**config.mk**
```make
export PLATFORM = sky130hd
export DESIGN_NAME = tcc_core
export DESIGN_NICKNAME = d
export VERILOG_FILES = /design/src/tcc_pkg.sv /design/src/tcc_core.sv
export SDC_FILE = /design/constraint.sdc
export NUM_CORES = 1
export LEC_CHECK = 0
export ABC_AREA = 1
export BUFFER_PORTS_ARGS = -buffer_cell sky130_fd_sc_hd__buf_2
export CORE_MARGIN = 3
export CORE_UTILIZATION = 30
export DETAILED_ROUTE_END_ITERATION = 6
export GPL_TIMING_DRIVEN = 1
export PLACE_DENSITY_LB_ADDON = 0.08
export SLEW_MARGIN = 20
export SYNTH_ARGS = -nofsm -noshare
export SYNTH_HDL_FRONTEND = slang
export SYNTH_SLANG_ARGS = --single-unit
```
**constraint.sdc**
```tcl
create_clock -name mclk -period 3.25 [get_ports mclk]
set_input_delay 0.65 -clock mclk [delete_from_list [all_inputs] [get_ports mclk]]
set_output_delay 0.65 -clock mclk [all_outputs]
set_load 0.01 [all_outputs]
```
**src/tcc_pkg.sv**
```systemverilog
// Shared constants and carrier types for the timer/counter core.
// Assumes a single system clock; no bus is present, so the fields are ports.
package tcc_pkg;

  localparam int CNT_W  = 16;
  localparam int NUM_CH = 3;   // Set to 2 for the smaller variant

  localparam logic [15:0] CNT_ZERO = 16'h0000;
  localparam logic [15:0] CNT_ONE  = 16'h0001;
  localparam logic [15:0] CNT_MAX  = 16'hFFFF;
  localparam logic [2:0]  DIV_ZERO = 3'h0;
  localparam logic [2:0]  DIV_ONE  = 3'h1;

  // Vector codes, highest channel code has highest priority, overflow lowest; 0 means nothing pending
  localparam logic [15:0] VEC_NONE = 16'h0000;
  localparam logic [15:0] VEC_STEP = 16'h0002;
  localparam logic [15:0] VEC_OVF  = 16'h000A;

  typedef enum logic [1:0] {
    TCC_MODE_STOP = 2'b00,
    TCC_MODE_UP   = 2'b01,
    TCC_MODE_CONT = 2'b10,
    TCC_MODE_UPDN = 2'b11
  } tcc_mode_t;

  typedef enum logic [1:0] {
    TCC_SRC_EXT  = 2'b00,
    TCC_SRC_AUX  = 2'b01,
    TCC_SRC_SUB  = 2'b10,
    TCC_SRC_INV  = 2'b11
  } tcc_src_t;

  // Static configuration, changed only while halted
  typedef struct packed {
    tcc_mode_t  count_mode_field;
    tcc_src_t   clock_source_field;
    logic [1:0] prescale_field;
  } tcc_cfg_t;

  // Software count write
  typedef struct packed {
    logic             wr;
    logic [CNT_W-1:0] data;
  } tcc_wr_t;

endpackage : tcc_pkg
```
**src/tcc_core.sv**
```systemverilog
// Timer/counter core: 16-bit count, clock select and prescaler, four
// modes, compare channels, overflow flag and interrupt vector.
// Assumes all clock source inputs are levels synchronous to mclk and
// that software halts the counter before changing the configuration.
//
// Overview of operation
// - Count steps on every 1st, 2nd, 4th or 8th rising edge of the selected clock
// - Software write replaces count at once
// - Overflow raises an interrupt request
// - Clear zeroes count, prescaler and direction
// - Flags set only when counted, not loaded
// - Two or three compare channels share count
// - Each channel raises its own interrupt
// - Vector register names highest pending source other than channel 0
// - Four modes, clock synchronous to mclk
// - Running count is registered in mclk; reads are whole, no majority vote
// - Mode field: stop, up, continuous, up/down
// - Continuous mode wraps FFFF to zero
// - Four sources, divide by 1,2,4,8
// - Advance only with nonzero mode, running clock
`timescale 1ns/1ps
`default_nettype none

module tcc_core (
  // Clock and reset
  input  wire logic                                 mclk,
  input  wire logic                                 resetn,
  // Timer clock sources
  input  wire logic                                 external_timer_clock,
  input  wire logic                                 aux_clock,
  input  wire logic                                 sub_main_clock,
  input  wire logic                                 inverted_external_clock,
  // Configuration and count access
  input  wire tcc_pkg::tcc_cfg_t                    cfg,
  input  wire logic                                 count_clear_bit,
  input  wire tcc_pkg::tcc_wr_t                     count_wr,
  // Compare channels
  input  wire logic [tcc_pkg::NUM_CH-1:0][15:0]     cmp_value,
  input  wire logic [tcc_pkg::NUM_CH-1:0]           cmp_int_en,
  input  wire logic [tcc_pkg::NUM_CH-1:0]           cmp_flag_clr,
  // Overflow and vector
  input  wire logic                                 ovf_int_en,
  input  wire logic                                 ovf_flag_clr,
  input  wire logic                                 vector_read,
  // Status outputs
  output logic [15:0]                               count_value,
  output logic                                      count_dir_down,
  output logic                                      overflow_flag,
  output logic [tcc_pkg::NUM_CH-1:0]                cmp_flag,
  output logic                                      ovf_irq,
  output logic [tcc_pkg::NUM_CH-1:0]                cmp_irq,
  output logic [15:0]                               int_vector
);

  logic [15:0]               cnt_r;
  logic [15:0]               cnt_nxt;
  logic                      dir_r;
  logic                      dir_nxt;
  logic [2:0]                div_r;
  logic [2:0]                div_nxt;
  logic                      src_prev_r;
  logic                      ovf_r;
  logic                      ovf_nxt;
  logic [tcc_pkg::NUM_CH-1:0] ccf_r;
  logic [tcc_pkg::NUM_CH-1:0] ccf_nxt;
  logic                      ovf_irq_r;
  logic [tcc_pkg::NUM_CH-1:0] cc_irq_r;
  logic [15:0]               vec_r;
  logic [15:0]               vec_nxt;

  // Clock source selection and edge detection
  wire tcc_pkg::tcc_mode_t mode = cfg.count_mode_field;
  wire logic src_sel =
    (cfg.clock_source_field == tcc_pkg::TCC_SRC_EXT) ? external_timer_clock :
    (cfg.clock_source_field == tcc_pkg::TCC_SRC_AUX) ? aux_clock :
    (cfg.clock_source_field == tcc_pkg::TCC_SRC_SUB) ? sub_main_clock :
                                                       inverted_external_clock;
  // A source switch while running can look like an edge; halt first
  wire logic src_rise = src_sel & ~src_prev_r;

  // Prescaler: divide rising edges by 1, 2, 4 or 8
  wire logic [2:0] div_mask = 3'((4'h1 << cfg.prescale_field) - 4'h1);
  wire logic       div_done = ((div_r & div_mask) == div_mask);

  // Up and up/down modes halt while the period is zero
  wire logic [15:0] period   = cmp_value[0];
  wire logic period_ok       = (period != tcc_pkg::CNT_ZERO) ||
                               (mode == tcc_pkg::TCC_MODE_CONT);
  wire logic running         = (mode != tcc_pkg::TCC_MODE_STOP) && period_ok;
  wire logic tick            = running && src_rise && div_done;
  wire logic at_period       = (cnt_r >= period);

  // Counter and direction next-state per mode
  logic        step_ovf;
  always_comb begin
    cnt_nxt  = cnt_r;
    dir_nxt  = dir_r;
    step_ovf = 1'b0;
    case (mode)
      tcc_pkg::TCC_MODE_CONT: begin
        cnt_nxt  = 16'(cnt_r + tcc_pkg::CNT_ONE);
        step_ovf = (cnt_r == tcc_pkg::CNT_MAX);
      end
      tcc_pkg::TCC_MODE_UP: begin
        if (at_period) begin
          cnt_nxt  = tcc_pkg::CNT_ZERO;
          step_ovf = (cnt_r == period);
        end else begin
          cnt_nxt = 16'(cnt_r + tcc_pkg::CNT_ONE);
        end
      end
      tcc_pkg::TCC_MODE_UPDN: begin
        // Direction is latched so a stopped timer resumes the same way
        if (!dir_r) begin
          if (at_period) begin
            dir_nxt = 1'b1;
            cnt_nxt = 16'(cnt_r - tcc_pkg::CNT_ONE);
          end else begin
            cnt_nxt = 16'(cnt_r + tcc_pkg::CNT_ONE);
          end
        end else if (cnt_r == tcc_pkg::CNT_ZERO) begin
          dir_nxt = 1'b0;
          cnt_nxt = tcc_pkg::CNT_ONE;
        end else begin
          cnt_nxt  = 16'(cnt_r - tcc_pkg::CNT_ONE);
          step_ovf = (cnt_r == tcc_pkg::CNT_ONE);
          dir_nxt  = (cnt_r != tcc_pkg::CNT_ONE);
        end
      end
      default: begin
        cnt_nxt = cnt_r;
      end
    endcase
  end

  // Count flags only on counting ticks; a software load sets nothing
  wire logic counted = tick && !count_clear_bit && !count_wr.wr;
  wire logic ovf_set = counted && step_ovf;

  // Compare channels, all referenced to the shared count
  logic [tcc_pkg::NUM_CH-1:0] cc_set;
  genvar gi;
  generate
    for (gi = 0; gi < tcc_pkg::NUM_CH; gi++) begin : g_ch
      assign cc_set[gi] = counted && (cnt_nxt == cmp_value[gi]) &&
                          (cnt_nxt != cnt_r);
    end
  endgenerate

  // Reading the vector services the source it names
  wire logic svc_ovf = vector_read && (vec_r == tcc_pkg::VEC_OVF);
  logic [tcc_pkg::NUM_CH-1:0] svc_cc;
  generate
    for (gi = 0; gi < tcc_pkg::NUM_CH; gi++) begin : g_svc
      assign svc_cc[gi] = vector_read && (gi != 0) &&
                          (vec_r == 16'(gi * tcc_pkg::VEC_STEP));
    end
  endgenerate

  // Hardware set wins over any clear arriving in the same cycle
  assign ovf_nxt = ovf_set | (ovf_r & ~(ovf_flag_clr | svc_ovf));
  assign ccf_nxt = cc_set | (ccf_r & ~(cmp_flag_clr | svc_cc));

  // Vector tracks the flags of the next cycle: highest channel down to 1 first, then
  // overflow; channel 0 has its own line and never appears here
  always_comb begin
    vec_nxt = tcc_pkg::VEC_NONE;
    for (int i = tcc_pkg::NUM_CH - 1; i >= 1; i--) begin
      if (ccf_nxt[i] && vec_nxt == tcc_pkg::VEC_NONE) begin
        vec_nxt = 16'(i * tcc_pkg::VEC_STEP);
      end
    end
    if (vec_nxt == tcc_pkg::VEC_NONE && ovf_nxt) begin
      vec_nxt = tcc_pkg::VEC_OVF;
    end
  end

  // Prescaler state
  always_comb begin
    div_nxt = div_r;
    if (count_clear_bit) begin
      div_nxt = tcc_pkg::DIV_ZERO;
    end else if (running && src_rise) begin
      div_nxt = div_done ? tcc_pkg::DIV_ZERO : 3'(div_r + tcc_pkg::DIV_ONE);
    end
  end

  // Count register: clear beats write, write beats counting
  logic [15:0] cnt_sel;
  logic        dir_sel;
  always_comb begin
    cnt_sel = cnt_r;
    dir_sel = dir_r;
    if (count_clear_bit) begin
      cnt_sel = tcc_pkg::CNT_ZERO;
      dir_sel = 1'b0;
    end else if (count_wr.wr) begin
      cnt_sel = count_wr.data;
    end else if (tick) begin
      cnt_sel = cnt_nxt;
      dir_sel = dir_nxt;
    end
  end

  always_ff @(posedge mclk or negedge resetn) begin
    if (!resetn) begin
      cnt_r      <= tcc_pkg::CNT_ZERO;
      dir_r      <= 1'b0;
      div_r      <= tcc_pkg::DIV_ZERO;
      src_prev_r <= 1'b0;
    end else begin
      cnt_r      <= cnt_sel;
      dir_r      <= dir_sel;
      div_r      <= div_nxt;
      src_prev_r <= src_sel;
    end
  end

  always_ff @(posedge mclk or negedge resetn) begin
    if (!resetn) begin
      ovf_r     <= 1'b0;
      ccf_r     <= '0;
      ovf_irq_r <= 1'b0;
      cc_irq_r  <= '0;
      vec_r     <= tcc_pkg::VEC_NONE;
    end else begin
      ovf_r     <= ovf_nxt;
      ccf_r     <= ccf_nxt;
      ovf_irq_r <= ovf_nxt & ovf_int_en;
      cc_irq_r  <= ccf_nxt & cmp_int_en;
      vec_r     <= vec_nxt;
    end
  end

  // Count is sampled in the mclk domain, so reads here are always whole;
  // software driving an asynchronous source needs no vote on running reads
  assign count_value    = cnt_r;
  assign count_dir_down = dir_r;
  assign overflow_flag  = ovf_r;
  assign cmp_flag       = ccf_r;
  assign ovf_irq        = ovf_irq_r;
  assign cmp_irq        = cc_irq_r;
  assign int_vector     = vec_r;

endmodule : tcc_core

`default_nettype wire

```
; After elaboration in Yosys (flattened, before gate mapping)
; Cells that the tools add are included.
[totals]
regBits = 45
out_inout_bits = 41
wordCells = 105
[classes]
addsub = 4
order_cmp = 1
eq_ne = 18
n_shift = 1
mux = 28
n_bitwise = 13
n_reduce_logical = 31
[op_table]
columns = op, n
row1 = $mux 16, 9
row2 = $eq 16x16->1, 4
row3 = $logic_not 16->1, 3
row4 = $pmux 16 s3, 1
row5 = $logic_and 1x1->1, 17
row6 = $add 16x1->16 const B, 1
row7 = $eq 16x1->1 const B, 1
row8 = $eq 16x16->1 const B, 1
row9 = $eq 16x2->1 const B, 1
row10 = $eq 16x3->1 const B, 1
row11 = $eq 16x4->1 const B, 1
row12 = $ge 16x16->1, 1
row13 = $ne 16x1->1 const B, 1
row14 = $ne 16x16->1, 1
row15 = $reduce_bool 16->1, 1
row16 = $sub 16x1->16 const B, 1
row17 = $mux 1, 13
row18 = $mux 3, 4
row19 = $and 3x3->3, 3
row20 = $reduce_bool 2->1, 4
row21 = $eq 2x2->1 const B, 3
row22 = $or 3x3->3, 2
row23 = $eq 2x1->1 const B, 2
row24 = $add 3x1->3 const B, 1
row25 = 14 further kinds, 19

; Logic depth before layout (Yosys ltp)
; Gate-level depths: netlist (run 1).
[depth]
word_depth = 19
mapped_depth = 27
depth_no_buf = 27

; Least setup slack after synthesis (run 1)
; Ideal clock, no wire load.
[synth_timing]
path_kind = input -> register
startpoint = input port cmp_value[15] in the netlist's numbering
endpoint = register vec_r[1], in the netlist int_vector[1]
setup_time_ns = 0.113
t_arrival_ns = 2.743
required_time_ns = 3.137
setup_slack_ns = 0.394
stages = 21
n_path_buf = 0
path_cell_list = inv_1 -> ha_1 -> a21o_1 -> nor2_2 -> o21ai_2 -> nor2_4 -> nand2_4 -> o21ai_4 -> nand2_2 -> nand2_2 -> nand2_2 -> nand2_1 -> nand2_1 -> nor2_1 -> nand2_1 -> nor2_2 -> nand3_2 -> nand2_2 -> inv_2 -> nand2_1 -> inv_1
[synth_via]
elab_chain_len = 17
elab_cells_between_ends = 32
cone_classes = order compare: 1 / eq/ne: 4 / mux: 9 / bitwise: 2 / reduce/logical: 16
[synth_lines]
columns = item, line
row1 = "start, declared", tcc_core.sv:38  ; input wire logic [tcc_pkg::NUM_CH-1:0][15:0] cmp_value,
row2 = branches (longest 8 deep; another with $ge 16x16->1), n/a
row3 = $logic_and 1x1->1 *, tcc_core.sv:145  ; assign cc_set[gi] = counted && (cnt_nxt == cmp_value[gi]) &&
row4 = $or 3x3->3 *, tcc_core.sv:162  ; assign ccf_nxt = cc_set | (ccf_r & ~(cmp_flag_clr | svc_cc));
row5 = net ccf_nxt (one bit), tcc_core.sv:65  ; logic [tcc_pkg::NUM_CH-1:0] ccf_nxt;
row6 = $mux 3 *, tcc_core.sv:169  ; if (ccf_nxt[i] && vec_nxt == tcc_pkg::VEC_NONE) begin
row7 = $logic_not 16->1, tcc_core.sv:169
row8 = $logic_and 1x1->1, tcc_core.sv:169
row9 = $mux 16 *, tcc_core.sv:169
row10 = $logic_not 16->1, tcc_core.sv:173  ; if (vec_nxt == tcc_pkg::VEC_NONE && ovf_nxt) begin
row11 = $logic_and 1x1->1, tcc_core.sv:173
row12 = $mux 16 *, tcc_core.sv:173
row13 = net vec_nxt[1], tcc_core.sv:69  ; logic [15:0] vec_nxt;
row14 = "end signal, assigned", tcc_core.sv:225  ; vec_r <= tcc_pkg::VEC_NONE;
row15 = "end signal, assigned", tcc_core.sv:231  ; vec_r <= vec_nxt;
row16 = "end, declared", tcc_core.sv:68  ; logic [15:0] vec_r;
; Mark *: on every way through the listed nets, which the timed path passes.
; A chain may end at the register's enable or synchronous reset.

; Worst setup path in the final report (run 1)
; Same ends and word-level chain as after synthesis.

==> results of run 1 <==
==> sequential cells by signal, summed over array words and instances, names as in the netlist <==
signal and flops:
overflow_flag 1, int_vector 3, count_dir_down 1, cmp_irq 3, cmp_flag 3, src_prev_r 1
count_value 16, div_r 3, ovf_irq 1
==> power by group through the flow <==
| stage | Sequential (mW) | Clock (mW) | Combinational (mW) |
|---|---|---|---|
| CTS | 0.451 | 0.497 | 1.35 |
| global placement | 0.458 | 0 | 1.35 |
| global route | 0.455 | 0.513 | 1.59 |
| detailed placement | 0.458 | 0 | 1.34 |
| floorplan | 0.481 | 0 | 0.756 |
| finish | 0.451 | 0.487 | 1.44 |
==> area by class of cell <==
class / count / area, µm² / area share [%]
multi-input cells: 650 / 3510 / 54.8
repair buffers: 210 / 1350 / 21.1
flip-flops and latches: 32 / 801 / 12.5
inverters: 88 / 330 / 5.16
well taps: 211 / 264 / 4.12
clock buffers: 5 / 125 / 1.95
clock inverters: 3 / 18.8 / 0.293
==> how the worst max path moves through the flow <==
| stage | start | to | slack [ns] | cells past startpoint |
|---|---|---|---|---|
| final | cmp_value[15] | int_vector[1] | 0.19 | 23 |
| after CTS | cmp_value[15] | int_vector[1] | 0.09 | 22 |
| after global routing | count_value[2] | int_vector[1] | -0.002 | 22 |
| after detailed placement | cmp_value[15] | int_vector[1] | -0.21 | 22 |
| after global placement | cmp_value[15] | int_vector[1] | -0.19 | 22 |
| after floorplan | cmp_value[15] | int_vector[1] | 0.39 | 21 |
==> kinds of logic (layout without fill, tap and decap cells) <==
| kind of cell | Yosys count | in the layout | share of synthesized area [%] |
|---|---|---|---|
| flip-flops | 32 | 32 | 17.0 |
| AND/OR/NAND/NOR | 511 | 511 | 50.8 |
| XOR/XNOR | 23 | 23 | 4.28 |
| AO/OA/AOI/OAI | 83 | 83 | 10.9 |
| other | 1 | 13 | 0.0797 |
| adder cells (fa/ha/maj) | 20 | 20 | 5.32 |
| buffers and inverters | 124 | 306 | 11.6 |
==> layer usage <==
layer | wire, µm | vias to the layer above | part of all wire (%) | GRT usage (%)
met4 | 331 | 0 | 1.6 | 5.02
met3 | 1210 | 21 | 5.9 | 2.99
met5 | 0 | - | 0 | 0
li1 | - | 2939 | - | -
met1 | 9660 | 2611 | 47 | 32.8
met2 | 9460 | 215 | 46 | 37.9
==> stage by stage <==
| stage | cell area, µm² | utilization, % | setup TNS (ns) | instances | total power [mW] |
|---|---|---|---|---|---|
| 6_report | 6400 | 42.0 | 0 | 1199 | 2.38 |
| 5_1_grt | 6400 | 42.0 | -0.00192 | 1199 | 2.55 |
| 4_1_cts | 6230 | 40.8 | 0 | 1193 | 2.29 |
| 3_5_place_dp | 6080 | 39.9 | -0.694 | 1185 | 1.80 |
| 3_3_place_gp | 6080 | 39.9 | -0.595 | 1185 | 1.81 |
| 2_1_floorplan | 4750 | - | 0 | 806 | 1.24 |
==> critical path, cell delays in order <==
cell and delay, ns:
buf_2 0.10, inv_1 0.10, ha_4 0.22, a21o_1 0.18
nor2_2 0.14, o21ai_2 0.09, nor2_4 0.20, nand2_4 0.12
buf_4 0.18, o21ai_0 0.14, nand2_1 0.09, nand2_1 0.14
nand2_1 0.10, nand2_1 0.07, nand2_1 0.06, nor2_1 0.11
nand2_1 0.08, nor2_2 0.11, nand3_2 0.11, nand2_2 0.10
inv_2 0.04, nand2_1 0.05, inv_1 0.03
==> cells in the final DEF (no fill, tap or decap), drive strengths merged <==
master,Yosys,layout
nand2,288,288
a21o,2,2
a22oi,16,16
or2,1,1
a31oi,1,1
o22ai,1,1
buf,28,209
nand3,76,76
nor2,91,91
o31ai,1,1
o211ai,4,4
nor3,6,6
dfrtp,32,32
o311ai,1,1
conb,1,13
and3,2,2
o41ai,1,1
ha,20,20
a21boi,2,2
and2,1,1
clkinv,0,3
a21oi,31,31
nand3b,21,21
a211o,1,1
nand4,21,21
clkbuf,8,6
xor2,23,23
nor4,4,4
o21ai,22,22
inv,88,88
==> timing repair <==
| item | CTS | global route |
|---|---|---|
| endpoints found under the setup margin | 0 | 8 |
| resized for setup | 0 | 33 |
| buffers inserted | 0 | 6 |
| hold buffers | 0 | 0 |
==> metrics.csv, run 1 <==
stage,metric,value,unit
grt,total track usage,23.2,%
yosys,Post-synth EDFFs,0,
finish,Ant. Diodes,0,
critical_path,"Max FO, Critical Path",6,
power,sw frac,46.1,%
sta,final-report setup violation count,0,
yosys,post-synthesis cell count,794,
yosys,synthesized flop and latch total,32,
yosys,Unique masters post-synth,44,
route,Residual DRC,0,
power,switching power,1.10,mW
floorplan,Ports,128,
critical_path,Worst Path Arrival,3.24,ns
sta,Fin Hold WS,0.481,ns
floorplan,Die Span Y,131,µm
route,drt pass-1 iters,5,
yosys,mapped cell area,4700,µm²
grt,first-pass GRT wire length,31.5,mm
critical_path,worst reg2reg path depth,22,
critical_path,crit start category,primary input,
power,clock power share,20.5,%
clocking,CTS tree,built,
placement,post-DP HPWL,16.9,mm
placement,gpl congestion,0.928,
critical_path,Reg2Reg Launch Point,count_value[2],
power,sequential power share,19.0,%
critical_path,FF-to-FF End,int_vector[1],
floorplan,Core Box Area,15300,µm²
sta,fmax,0.327,GHz
clocking,Clock Path Buffers,2,
route,drt total wl,20.7,mm
route,DR vias/cell,4.83,
min_path,Min-Delay Path Class,in2async,
clocking,H-Tree Depth,2,
floorplan,Chip Width,131,µm
critical_path,Worst Path Required,3.44,ns
placement,number of port buffers,114,
yosys,top post-synthesis cells by area,"nand2_1 (21%), dfrtp_1 (17%), nand3_1 (7.1%), inv_1 (6.9%), nor2_1 (6.3%)",
floorplan,initial core utilization,30.8,%
yosys,Synth Area per Inst,5.92,µm²
status,outcome,completed,
grt,initial antenna violation count,0,
critical_path,Crit Path Category,in2reg,
yosys,top-count cell post-synth,nand2_1,
yosys,Synth Flop Type,dfrtp_1,
clocking,Clock Latency Late Sink,0.29,ns
clocking,Root Driver,clkbuf_16,
power,internal power,1.28,mW
sta,fin crit share,94.0,%
grt,vias in the first global route,5616,
clocking,"CTS clk-pin slew, worst paths",0.06,ns
critical_path,CP Capture Type,flip-flop,
floorplan,# rows,45,
yosys,register area share after synthesis,17.0,%
sta,Fin. Hold Viols,0,
yosys,Yosys Warn Count,0,
sta,Slew Limit Fails,0,
sta,final setup skew,0.00401,ns
yosys,post-synth top area cell,nand2_1,
yosys,area share of the largest cell type after synthesis,20.7,%
sta,setup ws final,0.193,ns
grt,largest net degree at the start of global routing,33,
sta,Slew @ Worst Pin,0.869,ns
floorplan,die area,17200,µm²
power,Power Dens Cells,371,nW/µm²
power,Leak,3.54,nW
placement,pre-CTS setup slack,-0.212,ns
route,wire per inst,17.2,µm
clocking,# clock sinks,32,
yosys,top post-synthesis cells by count,"nand2_1 (259), inv_1 (86), nor2_1 (79)",
critical_path,r2r setup slk,0.24,ns
route,via count,5786,
finish,nets,1094,
power,Combinational Power Share,60.5,%
route,DRT iter0 DRCs,354,
yosys,Post-synth ARST share,100,%
sta,Final min period,3.06,ns
grt,total grt overflow,0,
power,Max VDD drop,0.196,mV
flow_run,MaxCap Viol Count,0,
route,Routed Antenna Nets,0,
finish,number of fill cells,1714,
finish,layout cells sized above 1,30.5,%
finish,area added between synthesis and finish,36.1,%
clocking,Num CTS Buffers,5,
sta,max_slew headroom,42.1,%
Note: power is estimated with default switching activity, not from simulation.
==> inputs of run 2 (changes only) <==
Settings changed: REMOVE_ABC_BUFFERS set to 1, SETUP_SLACK_MARGIN set to 0.5.
==> metrics.csv, run 2 (synthesis results as in run 1) <==
stage,metric,value,unit,change
status,outcome,completed,,
placement,post-DP HPWL,16.6,mm,-1.7%
floorplan,Chip Width,131,µm,unchanged
sta,setup repair after global routing missed its margin,true,,
sta,fmax,0.339,GHz,+3.6%
min_path,Min-Delay Path Class,in2async,,
clocking,# clock sinks,32,,unchanged
placement,gpl congestion,0.935,,+0.77%
flow_run,MaxCap Viol Count,0,,unchanged
finish,Ant. Diodes,0,,unchanged
sta,fin crit share,90.8,%,-3.2 points
floorplan,initial core utilization,30.8,%,unchanged
critical_path,worst reg2reg path depth,24,,+9.1%
floorplan,# rows,45,,unchanged
finish,number of fill cells,1622,,-5.4%
route,WL met2,9.73,mm,+2.8%
grt,total track usage,24.0,%,+0.81 points
critical_path,Worst Path Arrival,3.14,ns,-0.10 ns
sta,final setup skew,0.00803,ns,+0.00402 ns
clocking,Root Driver,clkbuf_16,,
route,DR vias/cell,4.91,,+1.7%
sta,Slew @ Worst Pin,0.943,ns,+0.0735 ns
floorplan,Die Span Y,131,µm,unchanged
critical_path,CP Capture Type,flip-flop,,
clocking,"CTS clk-pin slew, worst paths",0.07,ns,about the same
critical_path,Crit Path Category,in2reg,,
power,Max VDD drop,0.245,mV,+25%
sta,final-report setup violation count,0,,unchanged
floorplan,die area,17200,µm²,unchanged
floorplan,Ports,128,,unchanged
sta,setup_tns,0,ns,unchanged
clocking,Clock Latency Late Sink,0.30,ns,about the same
route,Routed Antenna Nets,0,,unchanged
placement,placed inst area,6100,µm²,+0.37%
route,wire per inst,17.5,µm,+1.5%
placement,pre-CTS setup slack,-0.352,ns,-0.140 ns
grt,initial antenna violation count,0,,unchanged
finish,design area,7380,µm²,+15%
critical_path,Worst Path Required,3.44,ns,about the same
grt,first-pass GRT wire length,32.5,mm,+3.3%
finish,layout cells sized above 1,41.0,%,+11 points
route,top sig layer,met4,,
route,via count,6009,,+3.9%
grt,largest net degree at the start of global routing,33,,unchanged
sta,max_slew headroom,37.2,%,-4.9 points
sta,Fin. Hold Viols,0,,unchanged
finish,post-layout util,48.3,%,+6.4 points
grt,vias in the first global route,5866,,+4.5%
critical_path,FF-to-FF End,int_vector[1],,
finish,nets,1119,,+2.3%
sta,Slew Limit Fails,0,,unchanged
route,drt total wl,21.4,mm,+3.6%
critical_path,r2r setup slk,0.32,ns,+0.08 ns
sta,Final min period,2.95,ns,-0.105 ns
critical_path,"Max FO, Critical Path",5,,-1
power,Leak,3.83,nW,+8.1%
clocking,CTS tree,built,,
floorplan,Core Box Area,15300,µm²,unchanged
sta,setup ws final,0.299,ns,+0.105 ns
finish,"commonest non-fill, non-tap cell in the layout",nand2_1,,
clocking,cts hold-fix bufs,0,,unchanged
placement,number of port buffers,114,,unchanged
route,met1 WL,9.71,mm,+0.53%
clocking,H-Tree Depth,2,,unchanged
clocking,Num CTS Buffers,5,,unchanged
finish,"commonest cells after routing, fill and taps aside","nand2_1 (217), buf_2 (100), buf_4 (100)",,
clocking,Clock Path Buffers,2,,unchanged
route,DRT iter0 DRCs,330,,-6.8%
critical_path,Reg2Reg Launch Point,count_value[9],,
finish,max FFs per register,16,,unchanged
power,Power Dens Cells,371,nW/µm²,about the same
route,Residual DRC,0,,unchanged
critical_path,crit start category,primary input,,
route,drt pass-1 iters,5,,unchanged
grt,total grt overflow,0,,unchanged
route,met3 wire len,1.35,mm,+11%
finish,area added between synthesis and finish,56.9,%,
-- run 2: changes by cell type in the layout (fill, tap and decap cells not counted), sizes merged --
cell | previous run | this run
clkinvlp | 0 | 2
clkinv | 3 | 1
bufinv | 0 | 1
inv | 88 | 87
nand2 | 288 | 289
buf | 209 | 233
-- run 2: worst max-delay path by stage --
stage | start | endpoint
after floorplan | cmp_value[15] | int_vector[1]
after global routing | count_value[15] | cmp_irq[0]
after global placement | cmp_value[15] | int_vector[1]
after CTS | cmp_value[15] | int_vector[1]
after detailed placement | cmp_value[15] | int_vector[1]
final | cmp_value[13] | int_vector[1]
-- run 2: worst max-delay path, cell delays in order --
cell      delay (ns)
buf_6           0.08
inv_2           0.04
ha_4            0.28
nand2_4         0.05
nor2_4          0.14
inv_2           0.05
a21oi_2         0.10
buf_4           0.15
nor2_4          0.05
buf_6           0.13
buf_8           0.13
nand3b_1        0.07
nand3_1         0.08
nand2_2         0.13
nand2_4         0.08
buf_6           0.12
nand3b_1        0.07
nand2_1         0.05
nor2_1          0.09
nand2_1         0.12
nor2_2          0.16
nand3_4         0.11
nand2_2         0.09
inv_2           0.04
nand2_1         0.05
inv_1           0.03
-- run 2: layer usage --
layer / GRT usage, % / vias to the layer above
li1: - / 2988
met1: 33.7 / 2766
met2: 38.2 / 222
met3: 3.02 / 33
met4: 7.99 / 0
met5: 0 / -
-- run 2: what timing repair did --
action,4_1_cts,5_1_grt
setup endpoints to repair,10,11
setup buffers,16,10
gates resized for setup,134,64
cloned,1,1
pin swaps,75,53
-- run 2: power by group --
part / total [mW] / internal (mW) / switching, mW / leakage [nW]
clock network: 0.583 / 0.361 / 0.222 / 0.0798
logic: 1.70 / 0.710 / 0.986 / 3.33
registers: 0.460 / 0.428 / 0.0316 / 0.420
-- run 2: final cells by class --
class,instances,area (µm²),area share (%)
clock buffer,5,125,1.70
clock inverter,3,42.5,0.577
inverter,88,342,4.63
multi-input combinational,651,4110,55.7
sequential,32,801,10.9
tap,211,264,3.58
timing repair buffer,234,1700,23.0
-- run 2: metrics by stage --
| stage | instances | total power, mW | hold slack (ns) |
|---|---|---|---|
| after floorplan | 770 | 1.19 | 0.354 |
| after global placement | 1188 | 1.79 | 0.504 |
| after detailed placement | 1188 | 1.78 | 0.492 |
| after CTS | 1213 | 2.61 | 0.517 |
| after global routing | 1224 | 2.92 | 0.568 |
| final | 1224 | 2.74 | 0.485 |
==> inputs of run 3 (changes only) <==
Settings changed: CORE_UTILIZATION 30 to 34.
==> metrics.csv, run 3 (synthesis results as in run 1) <==
stage,metric,value,unit,change
route,via count,6209,,+3.3%
grt,total track usage,29.2,%,+5.2 points
floorplan,# rows,42,,-6.7%
grt,vias in the first global route,5933,,+1.1%
clocking,Clock Latency Late Sink,0.29,ns,about the same
finish,max FFs per register,16,,unchanged
route,Residual DRC,0,,unchanged
critical_path,CP Capture Type,flip-flop,,
finish,post-layout util,54.5,%,+6.2 points
sta,Final min period,3.02,ns,+0.0662 ns
floorplan,Chip Width,124,µm,-5.8%
clocking,"CTS clk-pin slew, worst paths",0.06,ns,about the same
floorplan,initial core utilization,35.1,%,+4.3 points
finish,area added between synthesis and finish,55.4,%,
sta,fmax,0.331,GHz,-2.2%
critical_path,Worst Path Required,3.43,ns,about the same
sta,max_slew headroom,42.4,%,+5.3 points
grt,first-pass GRT wire length,33.3,mm,+2.3%
placement,pre-CTS setup slack,-0.444,ns,-0.0923 ns
sta,setup ws final,0.233,ns,-0.0662 ns
clocking,H-Tree Depth,2,,unchanged
sta,final-report setup violation count,0,,unchanged
critical_path,Worst Path Arrival,3.20,ns,+0.06 ns
sta,Fin. Hold Viols,0,,unchanged
grt,initial antenna violation count,0,,unchanged
clocking,Num CTS Buffers,5,,unchanged
finish,"commonest non-fill, non-tap cell in the layout",nand2_1,,
route,wire per inst,18.9,µm,+8.1%
clocking,# clock sinks,32,,unchanged
clocking,CTS tree,built,,
sta,Slew @ Worst Pin,0.863,ns,-0.0793 ns
grt,largest net degree at the start of global routing,33,,unchanged
power,Max VDD drop,0.195,mV,-20%
floorplan,Ports,128,,unchanged
finish,nets,1122,,+0.27%
floorplan,Die Span Y,124,µm,-5.8%
sta,setup_tns,0,ns,unchanged
critical_path,Crit Path Category,in2reg,,
sta,fin crit share,92.8,%,+2.0 points
route,drt pass-1 iters,5,,unchanged
floorplan,Core Box Area,13400,µm²,-12%
route,drt total wl,22.5,mm,+5.3%
critical_path,"Max FO, Critical Path",6,,+1
critical_path,crit start category,primary input,,
flow_run,MaxCap Viol Count,0,,unchanged
clocking,Root Driver,clkbuf_16,,
power,Power Dens Cells,368,nW/µm²,-0.92%
clocking,Clock Path Buffers,2,,unchanged
finish,layout cells sized above 1,40.7,%,-0.22 points
placement,gpl congestion,0.982,,+5.1%
sta,Slew Limit Fails,0,,unchanged
status,outcome,completed,,
sta,final setup skew,0.00588,ns,-0.00215 ns
grt,total grt overflow,0,,unchanged
power,Total Power,2.69,mW,-1.8%
placement,post-DP HPWL,18.1,mm,+8.8%
finish,design area,7310,µm²,-0.93%
route,DRT iter0 DRCs,427,,+29%
sta,setup repair after global routing missed its margin,true,,
power,Leak,3.82,nW,-0.23%
floorplan,die area,15300,µm²,-11%
placement,placed inst area,6020,µm²,-1.3%
route,Routed Antenna Nets,0,,unchanged
min_path,Min-Delay Path Class,in2async,,
finish,Ant. Diodes,0,,unchanged
route,DR vias/cell,5.21,,+6.1%
finish,"commonest cells after routing, fill and taps aside","nand2_1 (223), buf_4 (105), buf_2 (99)",,
placement,number of port buffers,114,,unchanged
-- run 3: changes by cell type in the layout (fill, tap and decap cells not counted), sizes merged --
cell    delta
buf        +4
bufinv     -1
clkbuf     -1
inv        +1
nand2      -1
nand3      +1
-- run 3: layout make-up --
cell class / count / area [µm²]
tap: 176 / 220
inverter: 88 / 350
sequential: 32 / 801
multi-input combinational: 651 / 4100
clock inverter: 3 / 23.8
clock buffer: 5 / 125
fill: 1385 / 6090
timing repair buffer: 237 / 1680
-- run 3: routing by layer --
layer | vias to the layer above | track usage, % | part of all wire [%]
li1 | 3001 | - | -
met1 | 2942 | 39.2 | 44
met2 | 221 | 49.0 | 48
met3 | 45 | 3.27 | 5.1
met4 | 0 | 9.20 | 3.3
met5 | - | 0 | 0
-- run 3: timing repair --
action | CTS | global route
pin swaps | 90 | 52
hold buffers | 0 | 0
setup endpoints to repair | 14 | 12
buffers inserted | 24 | 6
resized for setup | 146 | 58
gates cloned | 1 | 0
-- run 3: path summary, 6_finish.rpt --
check                                      from        endpoint  slack (ns)  cells after the start
min in group mclk                   cmp_flag[0]     cmp_flag[0]        0.53                      2
worst min-delay path                     resetn  count_value[0]        0.47                      1
worst max-delay path              cmp_value[10]   int_vector[3]        0.23                     24
worst max register to register  count_value[15]   int_vector[3]        0.26                     22
worst min register to register      cmp_flag[0]     cmp_flag[0]        0.53                      2
max in group asynchronous                resetn      src_prev_r        2.22                      1
-- run 3: critical path, stage by stage --
cell and delay [ns]:
buf_4 0.11, inv_4 0.05, ha_4 0.27, nand2_4 0.05, nor2_4 0.13, nand2_4 0.09, o21ai_4 0.17, nor2_4 0.05
buf_12 0.14, buf_6 0.11, buf_6 0.12, nand3b_1 0.10, nand3_2 0.08, nand2_2 0.12, nand2_4 0.08, buf_6 0.12
nand3b_1 0.07, nand2_1 0.07, nor2_2 0.14, nand2_1 0.10, nor2_2 0.14, nand3_4 0.11, nand2_2 0.09, nor2_1 0.05
-- run 3: where the power goes --
group | internal (mW) | switching, mW | total, mW
Combinational | 0.713 | 1.03 | 1.74
Clock | 0.285 | 0.203 | 0.489
Sequential | 0.428 | 0.0324 | 0.461
Total | 1.43 | 1.26 | 2.69
-- run 3: through the flow --
stage	hold WS (ns)	instances
5_1_grt	0.506	1192
3_3_place_gp	0.484	1153
3_5_place_dp	0.498	1153
4_1_cts	0.486	1186
2_1_floorplan	0.354	770
6_report	0.469	1192
